## src/hw/iwpc_pkg.sv

```systemverilog
// package: register map, field positions and timing constants for interrupt wake and power control
package iwpc_pkg;
   // ----------------------------------------
   // register map
   // ----------------------------------------
   localparam logic [11:0] IWPC_OPT_ADDR = 12'h0C8;
   localparam logic [11:0] IWPC_STAT_ADDR = 12'h0CC;
   localparam logic [11:0] IWPC_SRC_ADDR = 12'h0D0;
   localparam logic [7:0] IWPC_OPT_RESET = 8'h00;
   localparam int IWPC_LEVEL_BIT = 6;
   localparam int IWPC_POL_BIT = 5;
   localparam int IWPC_GEN_BIT = 4;
   localparam logic [1:0] IWPC_RESP_OKAY = 2'h0;
   localparam logic [1:0] IWPC_RESP_SLVERR = 2'h2;
   // ----------------------------------------
   // vectors and timing
   // ----------------------------------------
   localparam logic [2:0] IWPC_VEC_NMI = 3'h0;
   localparam logic [2:0] IWPC_VEC_PORTA = 3'h1;
   localparam logic [2:0] IWPC_VEC_PORTB = 3'h2;
   localparam logic [2:0] IWPC_VEC_TIMER = 3'h3;
   localparam logic [2:0] IWPC_VEC_ADC = 3'h4;
   localparam int IWPC_STAB_NS = 20000;
   localparam int IWPC_CLK_NS = 5;
   localparam int IWPC_STAB_CYC = IWPC_STAB_NS / IWPC_CLK_NS;
   typedef enum logic [3:0] {
      IWPC_RUN = 4'h1,
      IWPC_WAIT = 4'h2,
      IWPC_STOP = 4'h4,
      IWPC_STAB = 4'h8
   } iwpc_mode_t;
endpackage

```

## src/hw/iwpc_ctrl.sv

```systemverilog
// interrupt option, source routing and low-power sequencing block
//
// The implementer's own choice: the AXI4-Lite interface to the registers.
module iwpc_ctrl
   import iwpc_pkg::*;
(
   // clock and reset
   input wire logic sys_clk,
   input wire logic reset_n,
   // axi4-lite write
   input wire logic [11:0] s_axi_awaddr,
   input wire logic s_axi_awvalid,
   output logic s_axi_awready,
   input wire logic [31:0] s_axi_wdata,
   input wire logic [3:0] s_axi_wstrb,
   input wire logic s_axi_wvalid,
   output logic s_axi_wready,
   output logic [1:0] s_axi_bresp,
   output logic s_axi_bvalid,
   input wire logic s_axi_bready,
   // axi4-lite read
   input wire logic [11:0] s_axi_araddr,
   input wire logic s_axi_arvalid,
   output logic s_axi_arready,
   output logic [31:0] s_axi_rdata,
   output logic [1:0] s_axi_rresp,
   output logic s_axi_rvalid,
   input wire logic s_axi_rready,
   // interrupt sources (pins, other domains)
   input wire logic nmiPin,
   input wire logic source1Pin,
   input wire logic source2Pin,
   input wire logic timerOverflowFlag,
   input wire logic timerIrqEnable,
   input wire logic converterEocFlag,
   input wire logic converterIrqEnable,
   input wire logic watchdogActive,
   // core handshake
   input wire logic instrEnd,
   input wire logic waitExec,
   input wire logic stopExec,
   input wire logic handlerStart,
   input wire logic handlerDone,
   // core control
   output logic irqTake,
   output logic [2:0] irqVector,
   output logic coreHalt,
   output logic oscStop,
   output logic resumeNext,
   output logic nmiMode,
   output logic intMode
);
   import iwpc_pkg::*;

   // ----------------------------------------
   // state
   // ----------------------------------------
   typedef struct packed {
      logic [7:0] option;
      logic [1:0] nmiSync;
      logic [1:0] s1Sync;
      logic [1:0] s2Sync;
      logic [1:0] tmSync;
      logic [1:0] adSync;
      logic nmiPrev;
      logic s2Prev;
      logic s1Prev;
      logic nmiLatch;
      logic s1Latch;
      logic s2Latch;
      iwpc_mode_t mode;
      logic [12:0] stabCnt;
      logic nmiMode;
      logic intMode;
      logic resume;
      logic take;
      logic [2:0] vector;
      logic awHeld;
      logic [11:0] awAddr;
      logic wHeld;
      logic [31:0] wData;
      logic [3:0] wStrb;
      logic bValid;
      logic [1:0] bResp;
      logic rValid;
      logic [31:0] rData;
      logic [1:0] rResp;
   } iwpc_state_t;

   iwpc_state_t state_r;
   iwpc_state_t state_nxt;

   logic levelSel;
   logic polSel;
   logic gen;
   logic s1Req;
   logic s2Edge;
   logic tmReq;
   logic adReq;
   logic anyMaskable;
   logic wakeReq;
   logic pendEnabled;

   // ----------------------------------------
   // request logic
   // ----------------------------------------
   always_comb
   begin
      levelSel = state_r.option[IWPC_LEVEL_BIT];
      polSel = state_r.option[IWPC_POL_BIT];
      gen = state_r.option[IWPC_GEN_BIT];
      // source two: one picks rising, zero falling
      s2Edge = polSel ? (state_r.s2Sync[1] & ~state_r.s2Prev)
                      : (~state_r.s2Sync[1] & state_r.s2Prev);
      // source one level mode is active low, no storage
      s1Req = levelSel ? ~state_r.s1Sync[1] : state_r.s1Latch;
      tmReq = state_r.tmSync[1] & timerIrqEnable;
      adReq = state_r.adSync[1] & converterIrqEnable;
      anyMaskable = s1Req | state_r.s2Latch | tmReq | adReq;
      pendEnabled = state_r.nmiLatch | (gen & anyMaskable);
      // nmi stays serviceable but is not a wake cause with gen low
      wakeReq = gen & (state_r.nmiLatch | anyMaskable);
   end

   // ----------------------------------------
   // next state
   // ----------------------------------------
   always_comb
   begin
      logic wrGo;
      logic rdGo;
      wrGo = 1'b0;
      rdGo = 1'b0;
      state_nxt = state_r;

      // two-flop synchronisers; first stage feeds only the second
      state_nxt.nmiSync = {state_r.nmiSync[0], nmiPin};
      state_nxt.s1Sync = {state_r.s1Sync[0], source1Pin};
      state_nxt.s2Sync = {state_r.s2Sync[0], source2Pin};
      state_nxt.tmSync = {state_r.tmSync[0], timerOverflowFlag};
      state_nxt.adSync = {state_r.adSync[0], converterEocFlag};
      state_nxt.nmiPrev = state_r.nmiSync[1];
      state_nxt.s1Prev = state_r.s1Sync[1];
      state_nxt.s2Prev = state_r.s2Sync[1];
      state_nxt.take = 1'b0;
      state_nxt.resume = 1'b0;

      // ----------------------------------------
      // take and clear: latches clear on the take cycle, nmi again at handler start; new edges win over the clear
      // ----------------------------------------
      if (state_r.take)
      begin
         unique case (state_r.vector)
            IWPC_VEC_NMI: state_nxt.nmiLatch = 1'b0;
            IWPC_VEC_PORTA: state_nxt.s1Latch = 1'b0;
            IWPC_VEC_PORTB: state_nxt.s2Latch = 1'b0;
            default: ;
         endcase
      end
      if (handlerStart)
      begin
         if (state_r.vector == IWPC_VEC_NMI)
            state_nxt.nmiLatch = 1'b0;
      end
      // ----------------------------------------
      // edge latches
      // ----------------------------------------
      // nmi pin is active low, falling edge
      if (~state_r.nmiSync[1] & state_r.nmiPrev)
         state_nxt.nmiLatch = 1'b1;
      if (~levelSel & ~state_r.s1Sync[1] & state_r.s1Prev)
         state_nxt.s1Latch = 1'b1;
      if (s2Edge)
         state_nxt.s2Latch = 1'b1;
      if (handlerDone)
      begin
         if (state_r.nmiMode)
            state_nxt.nmiMode = 1'b0;
         else
            state_nxt.intMode = 1'b0;
      end

      // ----------------------------------------
      // mode sequencing
      // ----------------------------------------
      unique case (state_r.mode)
         IWPC_RUN:
         begin
            if (instrEnd)
            begin
               // sampled once per instruction boundary
               if (state_r.nmiLatch & ~state_r.nmiMode)
               begin
                  state_nxt.take = 1'b1;
                  state_nxt.vector = IWPC_VEC_NMI;
                  state_nxt.nmiMode = 1'b1;
               end
               else if (gen & anyMaskable & ~state_r.intMode & ~state_r.nmiMode)
               begin
                  state_nxt.take = 1'b1;
                  state_nxt.intMode = 1'b1;
                  if (s1Req)
                     state_nxt.vector = IWPC_VEC_PORTA;
                  else if (state_r.s2Latch)
                     state_nxt.vector = IWPC_VEC_PORTB;
                  else if (tmReq)
                     state_nxt.vector = IWPC_VEC_TIMER;
                  else
                     state_nxt.vector = IWPC_VEC_ADC;
               end
               else if ((waitExec | stopExec) & ~pendEnabled)
               begin
                  // watchdog keeps the clock alive, so stop degrades to wait
                  state_nxt.mode = (stopExec & ~watchdogActive) ? IWPC_STOP : IWPC_WAIT;
               end
            end
         end
         IWPC_WAIT:
         begin
            if (wakeReq)
            begin
               state_nxt.mode = IWPC_RUN;
               state_nxt.resume = state_r.nmiMode | state_r.intMode;
            end
         end
         IWPC_STOP:
         begin
            if (wakeReq)
            begin
               state_nxt.mode = IWPC_STAB;
               state_nxt.stabCnt = 13'(IWPC_STAB_CYC - 1);
            end
         end
         IWPC_STAB:
         begin
            if (state_r.stabCnt == 13'h0)
            begin
               state_nxt.mode = IWPC_RUN;
               state_nxt.resume = state_r.nmiMode | state_r.intMode;
            end
            else
               state_nxt.stabCnt = state_r.stabCnt - 13'h1;
         end
      endcase

      // ----------------------------------------
      // axi4-lite write: address and data in either order
      // ----------------------------------------
      if (s_axi_awvalid & ~state_r.awHeld)
      begin
         state_nxt.awHeld = 1'b1;
         state_nxt.awAddr = s_axi_awaddr;
      end
      if (s_axi_wvalid & ~state_r.wHeld)
      begin
         state_nxt.wHeld = 1'b1;
         state_nxt.wData = s_axi_wdata;
         state_nxt.wStrb = s_axi_wstrb;
      end
      wrGo = state_r.awHeld & state_r.wHeld & ~state_r.bValid;
      if (wrGo)
      begin
         state_nxt.awHeld = 1'b0;
         state_nxt.wHeld = 1'b0;
         state_nxt.bValid = 1'b1;
         state_nxt.bResp = IWPC_RESP_OKAY;
         if (state_r.awAddr[11:2] == IWPC_OPT_ADDR[11:2])
         begin
            // writes without lane 0 refused: the byte is written whole, only bits 6:4 kept
            if (state_r.wStrb[0])
               state_nxt.option = {1'b0, state_r.wData[6:4], 4'h0};
            else
               state_nxt.bResp = IWPC_RESP_SLVERR;
         end
         else
            state_nxt.bResp = IWPC_RESP_SLVERR;
      end
      if (state_r.bValid & s_axi_bready)
         state_nxt.bValid = 1'b0;

      // ----------------------------------------
      // axi4-lite read
      // ----------------------------------------
      rdGo = s_axi_arvalid & ~state_r.rValid;
      if (rdGo)
      begin
         state_nxt.rValid = 1'b1;
         state_nxt.rResp = IWPC_RESP_OKAY;
         unique case (s_axi_araddr[11:2])
            IWPC_OPT_ADDR[11:2]: state_nxt.rData = 32'h0;
            IWPC_STAT_ADDR[11:2]: state_nxt.rData = {24'h0, state_r.mode, 2'h0,
                                                     state_r.intMode, state_r.nmiMode};
            IWPC_SRC_ADDR[11:2]: state_nxt.rData = {27'h0, adReq, tmReq, state_r.s2Latch,
                                                    s1Req, state_r.nmiLatch};
            default:
            begin
               state_nxt.rData = 32'h0;
               state_nxt.rResp = IWPC_RESP_SLVERR;
            end
         endcase
      end
      if (state_r.rValid & s_axi_rready)
         state_nxt.rValid = 1'b0;
   end

   // ----------------------------------------
   // registers
   // ----------------------------------------
   always_ff @(posedge sys_clk or negedge reset_n)
   begin
      if (!reset_n)
      begin
         state_r <= '0;
         state_r.option <= IWPC_OPT_RESET;
         state_r.mode <= IWPC_RUN;
         state_r.nmiSync <= 2'h3;
         state_r.s1Sync <= 2'h3;
         state_r.nmiPrev <= 1'b1;
         state_r.s1Prev <= 1'b1;
         // source two idles high; avoids a false edge after reset
         state_r.s2Sync <= 2'h3;
         state_r.s2Prev <= 1'b1;
      end
      else
         state_r <= state_nxt;
   end

   // ----------------------------------------
   // outputs
   // ----------------------------------------
   assign s_axi_awready = ~state_r.awHeld;
   assign s_axi_wready = ~state_r.wHeld;
   assign s_axi_bvalid = state_r.bValid;
   assign s_axi_bresp = state_r.bResp;
   assign s_axi_arready = ~state_r.rValid;
   assign s_axi_rvalid = state_r.rValid;
   assign s_axi_rdata = state_r.rData;
   assign s_axi_rresp = state_r.rResp;

   // ----------------------------------------
   // core outputs
   // ----------------------------------------
   assign irqTake = state_r.take;
   assign irqVector = state_r.vector;
   assign coreHalt = state_r.mode != IWPC_RUN;
   assign oscStop = state_r.mode == IWPC_STOP;
   assign resumeNext = state_r.resume;
   assign nmiMode = state_r.nmiMode;
   assign intMode = state_r.intMode;
endmodule // iwpc_ctrl

```

## config.mk

```make
export PLATFORM = sky130hd
export DESIGN_NAME = iwpc_ctrl
export DESIGN_NICKNAME = d
export VERILOG_FILES = /design/src/hw/iwpc_pkg.sv /design/src/hw/iwpc_ctrl.sv
export SDC_FILE = /design/constraint.sdc
export NUM_CORES = 1
export LEC_CHECK = 0
export BUFFER_PORTS_ARGS = -buffer_cell sky130_fd_sc_hd__buf_2
export CAP_MARGIN = 15
export CELL_PAD_IN_SITES_DETAIL_PLACEMENT = 0
export CELL_PAD_IN_SITES_GLOBAL_PLACEMENT = 1
export CORE_MARGIN = 5
export CORE_UTILIZATION = 28
export DETAILED_ROUTE_END_ITERATION = 10
export GPL_ROUTABILITY_DRIVEN = 0
export GPL_TIMING_DRIVEN = 0
export PLACE_DENSITY = 0.68
export SETUP_SLACK_MARGIN = 0.3
export SYNTH_ARGS = -nofsm -noshare
export SYNTH_HDL_FRONTEND = slang
export SYNTH_SLANG_ARGS = --single-unit
```

## constraint.sdc

```tcl
create_clock -name sys_clk -period 2 [get_ports sys_clk]
set_input_delay 0.3 -clock sys_clk [delete_from_list [all_inputs] [get_ports sys_clk]]
set_output_delay 0.3 -clock sys_clk [all_outputs]
set_load 0.005 [all_outputs]
```

# --- Yosys cells after proc, flatten, opt, wreduce, memory -nomap -nowiden ---
# Cells that the tools add are included.
op_classes:
  n_addsub: 1
  bitwise_logic: 41
  eq_ne: 19
  mux: 51
  n_reduce_logical: 19
ops:
  columns: ["operator", "count"]
  rows:
  - ["== test 10 x 6 -> 1 bit, second input constant", 4]
  - ["two-way mux 4 bit", 10]
  - ["two-way mux 37 bit", 1]
  - ["two-way mux 35 bit", 1]
  - ["two-way mux 13 bit", 2]
  - ["one-hot mux 13 bit (2 select lines)", 1]
  - ["AND 1 bit", 21]
  - ["two-way mux 1 bit", 20]
  - ["nonzero test 2 bit", 10]
  - ["two-way mux 3 bit", 6]
  - ["two-way mux 17 bit", 1]
  - ["one-hot mux 4 bit (4 select lines)", 1]
  - ["one-hot mux 8 bit (2 select lines)", 1]
  - ["!= test 2 bit, second input constant", 7]
  - ["zero test 13 bit", 1]
  - ["inverter 1 bit", 13]
  - ["subtractor 13 x 1 -> 13 bit, second input constant", 1]
  - ["two-way mux 2 bit", 6]
  - ["AND reduction 3 bit", 3]
  - ["OR 1 bit", 7]
  - ["AND reduction 7 bit", 1]
  - ["== test 4 x 1 -> 1 bit, second input constant", 1]
  - ["== test 4 x 2 -> 1 bit, second input constant", 1]
  - ["== test 4 x 3 -> 1 bit, second input constant", 1]
  - ["other kinds (9)", 10]
totals:
  inputBits: 80
  output_inout_bits: 50
  regBits: 131
  elab_cells: 160

# --- Longest topological paths before layout ---
depth:
  ltp_word: 14
  mapped_depth: 6
  ltp_nobuf: 6

# --- Least setup slack after synthesis ---
# No wires, ideal clock.
synth_path:
  path_kind: "register to register"
  startpoint: "reg state_r[102] (netlist name)"
  endpoint: "reg state_r[107] (netlist name)"
  setup_ps: 73
  arrival_time_ps: 1800
  path_slack_ps: 127
  path_buffers: 0
  synth_period_minus_slack_ps: 1873
  stages_incl_launch_ff: 5
  required_time_ps: 1927
  path_cell_list: "dfrtp_1 or4_4 or2_0 or4_4 a21oi_2"
synth_via:
  elab_chain_cells: 3
  word_cells_on_any_way: 6
  cone_classes: "1 x add/sub; 1 x eq/ne; 2 x mux; 2 x reduce/logical"
synth_lines:
  columns: ["item", "line_no", "source"]
  rows:
  - ["start, declared", "iwpc_ctrl.sv:90", "iwpc_state_t state_r;"]
  - ["start signal, assigned", "iwpc_ctrl.sv:325", "state_r <= state_nxt;"]
  - ["subtractor 13 x 1 -> 13 bit or zero test 13 bit (tied branches)", "iwpc_ctrl.sv:242, iwpc_ctrl.sv:236", null]
  - ["two-way mux 13 bit or != test 2 bit (tied branches)", null, null]
  - ["one-hot mux 13 bit (2 select lines) or AND reduction 3 bit (tied branches)", null, null]
# Parallel ways exist; a longest one is shown, timed or not. The select of a mux whose other input is x is not followed.
# A chain may end at the register's enable or synchronous reset.

# --- Worst setup path in the final report ---
layout_path:
  startpoint: "reg state_r[104] (netlist name)"
  endpoint: "reg state_r[107] (netlist name)"
# Same word-level chain as after synthesis.

==> results.json <==
{
  "status": "complete, no violations",
  "ys_ff_latch": 71,
  "rows": 40,
  "max_slew_margin_pct": 65.8,
  "power_leakage_nw": 2.26,
  "die_x_um": 121,
  "grt_pass1_vias": 2641,
  "post-place-cells": 581,
  "skew_ns": 0.00763,
  "clk_pin_slew_ns": 0.06,
  "ir_worst_vdd_mv": 0.471,
  "place_area_sq_um": 4160,
  "start_util_pct": 28.7,
  "synth_edf_count": 0,
  "vias_per_cell": 4.35,
  "io_pins": 130,
  "die-area_sq_um": 14800,
  "setup.worst_path.start_class": "flip-flop",
  "synth.distinct_cells": 59,
  "crit_type": "reg2reg",
  "finalCriticalPeriod_ns": 1.80,
  "ff2ff_setup_slack_ns": 0.20,
  "synth_area_per_cell_sq_um": 10.9,
  "area_growth_syn_to_layout_pct": 39.4,
  "firstDrtPassIters": 4,
  "dominantRegCellSynth": "dfrtp_1",
  "timing.final.crit_share_pct": 90.2,
  "fin_ws_ns": 0.195,
  "fin_cells": 621,
  "diodes": 0,
  "wl_per_cell_um": 12.6,
  "die_h_um": 121,
  "finalPower_mw": 3.78,
  "endpoint_kind": "flip-flop",
  "clkSinkCount": 71,
  "pre_cts_slack_ns": -0.200,
  "antenna_found_initial": 0,
  "cp.required_ns": 2.25,
  "crit_path_start": "state_r[104]$_DFFE_PN0P_",
  "vias": 2701,
  "drv_cap": 0,
  "hp-class": "in2reg",
  "worst_pin_slew_ns": 0.512,
  "p_per_area_nw_per_um2": 779,
  "grt.overflow.total": 0,
  "cts_tree": "yes",
  "rsz0062_at_grt": "true",
  "ys.warnings.count": 0,
  "final-hold-violation-count": 0,
  "grt_usage_pct": 10.6,
  "antenna_left": 0,
  "grt_max_degree": 72,
  "ys_seq_area_share_pct": 51.4,
  "grt_first_pass_wirelength_um": 12600,
  "portBuffers": 67,
  "async_flop_share_pct": 100,
  "coreArea_sq_um": 12100,
  "drc": 0,
  "nNetsFinal": 530,
  "routed_wl_um": 7830,
  "setup_viol_count_final": 0,
  "drv_slew": 0,
  "final_area_sq_um": 4850,
  "htree_levels": 3,
  "drt-initial-drc-count": 101,
  "cts-buffers-inserted": 9,
  "root_buffer": "clkbuf_16",
  "tns_ns": 0,
  "fmax_mhz": 554,
  "drive_above_1_share_pct": 47.0,
  "dp_hpwl_um": 5450,
  "min_from": "source2Pin",
  "postSynthCellCount": 320,
  "cp.arrival_ns": 2.06,
  "r2r-start": "state_r[104]$_DFFE_PN0P_",
  "syn_area_sq_um": 3480,
  "clock_path_buffers": 2,
  "insertion_delay_ns": 0.32,
  "cp_max_fo": 4
}
state kept, by name (all words and copies together), names as in the netlist, 3 cells and up:
signal and cells:
irqVector 3, state_nxt 8, state_r 41, s_axi_rdata 8
through the flow:
stage | hold slack (ns) | utilization (%)
floorplan | 0.00441 | -
global placement | 0.334 | 34.1
detailed placement | 0.341 | 34.4
CTS | 0.0538 | 38.5
global route | 0.0540 | 40.0
finish | 0.0727 | 40.0
cells in the final DEF, fill, tap and decap left out, types with 9 or more instances in the layout:
| cell type | count |
|---|---|
| dfstp_2 | 10 |
| clkbuf_16 | 9 |
| buf_4 | 63 |
| a21oi_1 | 10 |
| o21ai_0 | 16 |
| nor2_1 | 16 |
| conb_1 | 26 |
| buf_2 | 65 |
| inv_1 | 15 |
| nand2_1 | 18 |
| mux2_2 | 17 |
| dfrtp_1 | 59 |
worst max-delay path, cell delays in order, from the launching register on:
cell and delay (ns):
dfrtp_1 0.37, or4_4 0.56, or2_1 0.26, or4_4 0.42, a21oi_2 0.12
cell usage after synthesis, drive strengths merged, types with 2 or more instances:
master   number  area share, %
nor3          4           0.58
nor4bb        2           0.58
nor4          5            1.3
nand4bb       3           0.97
o21a          2           0.43
nand2        19            2.1
a22oi         2           0.43
o21ai        19            2.7
a22o          2           0.50
o211ai        3           0.65
a21o          2           0.43
a21boi        6            1.3
inv          17            1.8
dfrtp        61             44
a21oi        14            2.1
o31ai         2           0.43
nand3b        3           0.65
nand2b        6            1.1
nor4b         4            1.6
or2           3           0.54
nor3b         2           0.58
a32oi         2           0.50
clkbuf        5           0.54
mux2i         8            2.3
nor2         16            1.7
or3           2           0.40
dfstp        10            7.6
o22ai         2           0.36
mux2         17            5.5
a41oi         3           0.76
nand3         8            1.2
nand4         3           0.54
buf          41            8.7
nor2b         4           0.72
or4           3           0.86
ha            2           0.72
routing by layer:
layer  part of all wire [%]  track usage (%)  wire length [um]
met2                     49             16.5              3850
met4                    1.1             3.43                87
met3                    6.3             4.01               493
met1                     43             13.4              3400
met5                      0                0                 0
cell type report:
| cell class | instances | area, sq um |
|---|---|---|
| inverter | 17 | 63.8 |
| timing repair buffer | 92 | 562 |
| multi-input combinational | 211 | 1600 |
| fill | 1219 | 7260 |
| tap | 168 | 210 |
| clock buffer | 11 | 243 |
| clock inverter | 5 | 41.3 |
| sequential | 71 | 1790 |
| buffer | 46 | 343 |
worst paths after layout:
| kind | end | depth (start not counted) |
|---|---|---|
| max | state_r[107]$_DFFE_PN0P_ | 4 |
| min | state_nxt[123]$_DFF_PN1_ | 1 |
| max reg2reg | state_r[107]$_DFFE_PN0P_ | 4 |
| min reg2reg | state_r[121]$_DFF_PN0_ | 0 |
| max in group asynchronous | state_r[108]$_DFFE_PN1P_ | 3 |
| min in group asynchronous | state_r[74]$_DFFE_PN0P_ | 3 |
cells by family (layout without fill, tap and decap cells):
| group | Yosys count | in the layout | synth area share (%) |
|---|---|---|---|
| compound gates | 66 | 66 | 12.4 |
| xor+xnor | 1 | 1 | 0.252 |
| fa+ha+maj | 2 | 2 | 0.719 |
| buf+inv | 63 | 171 | 11.1 |
| flops | 71 | 71 | 51.4 |
| mux | 25 | 25 | 7.81 |
| other cells | 1 | 26 | 0.108 |
| simple gates | 91 | 91 | 16.2 |
repair_timing:
action                     CTS  global route
buffers inserted            12            11
hold endpoints to repair    51             0
gates resized for setup     21            30
hold buffers                 1             0
pin swaps                    7            15
setup endpoints to repair   24            29
report_power, final:
part	switching, mW	internal (mW)	total, mW
logic	0.223	0.305	0.528
clock network	0.615	0.882	1.50
registers	0.109	1.65	1.76
Note: power is estimated with default switching activity, not from simulation.
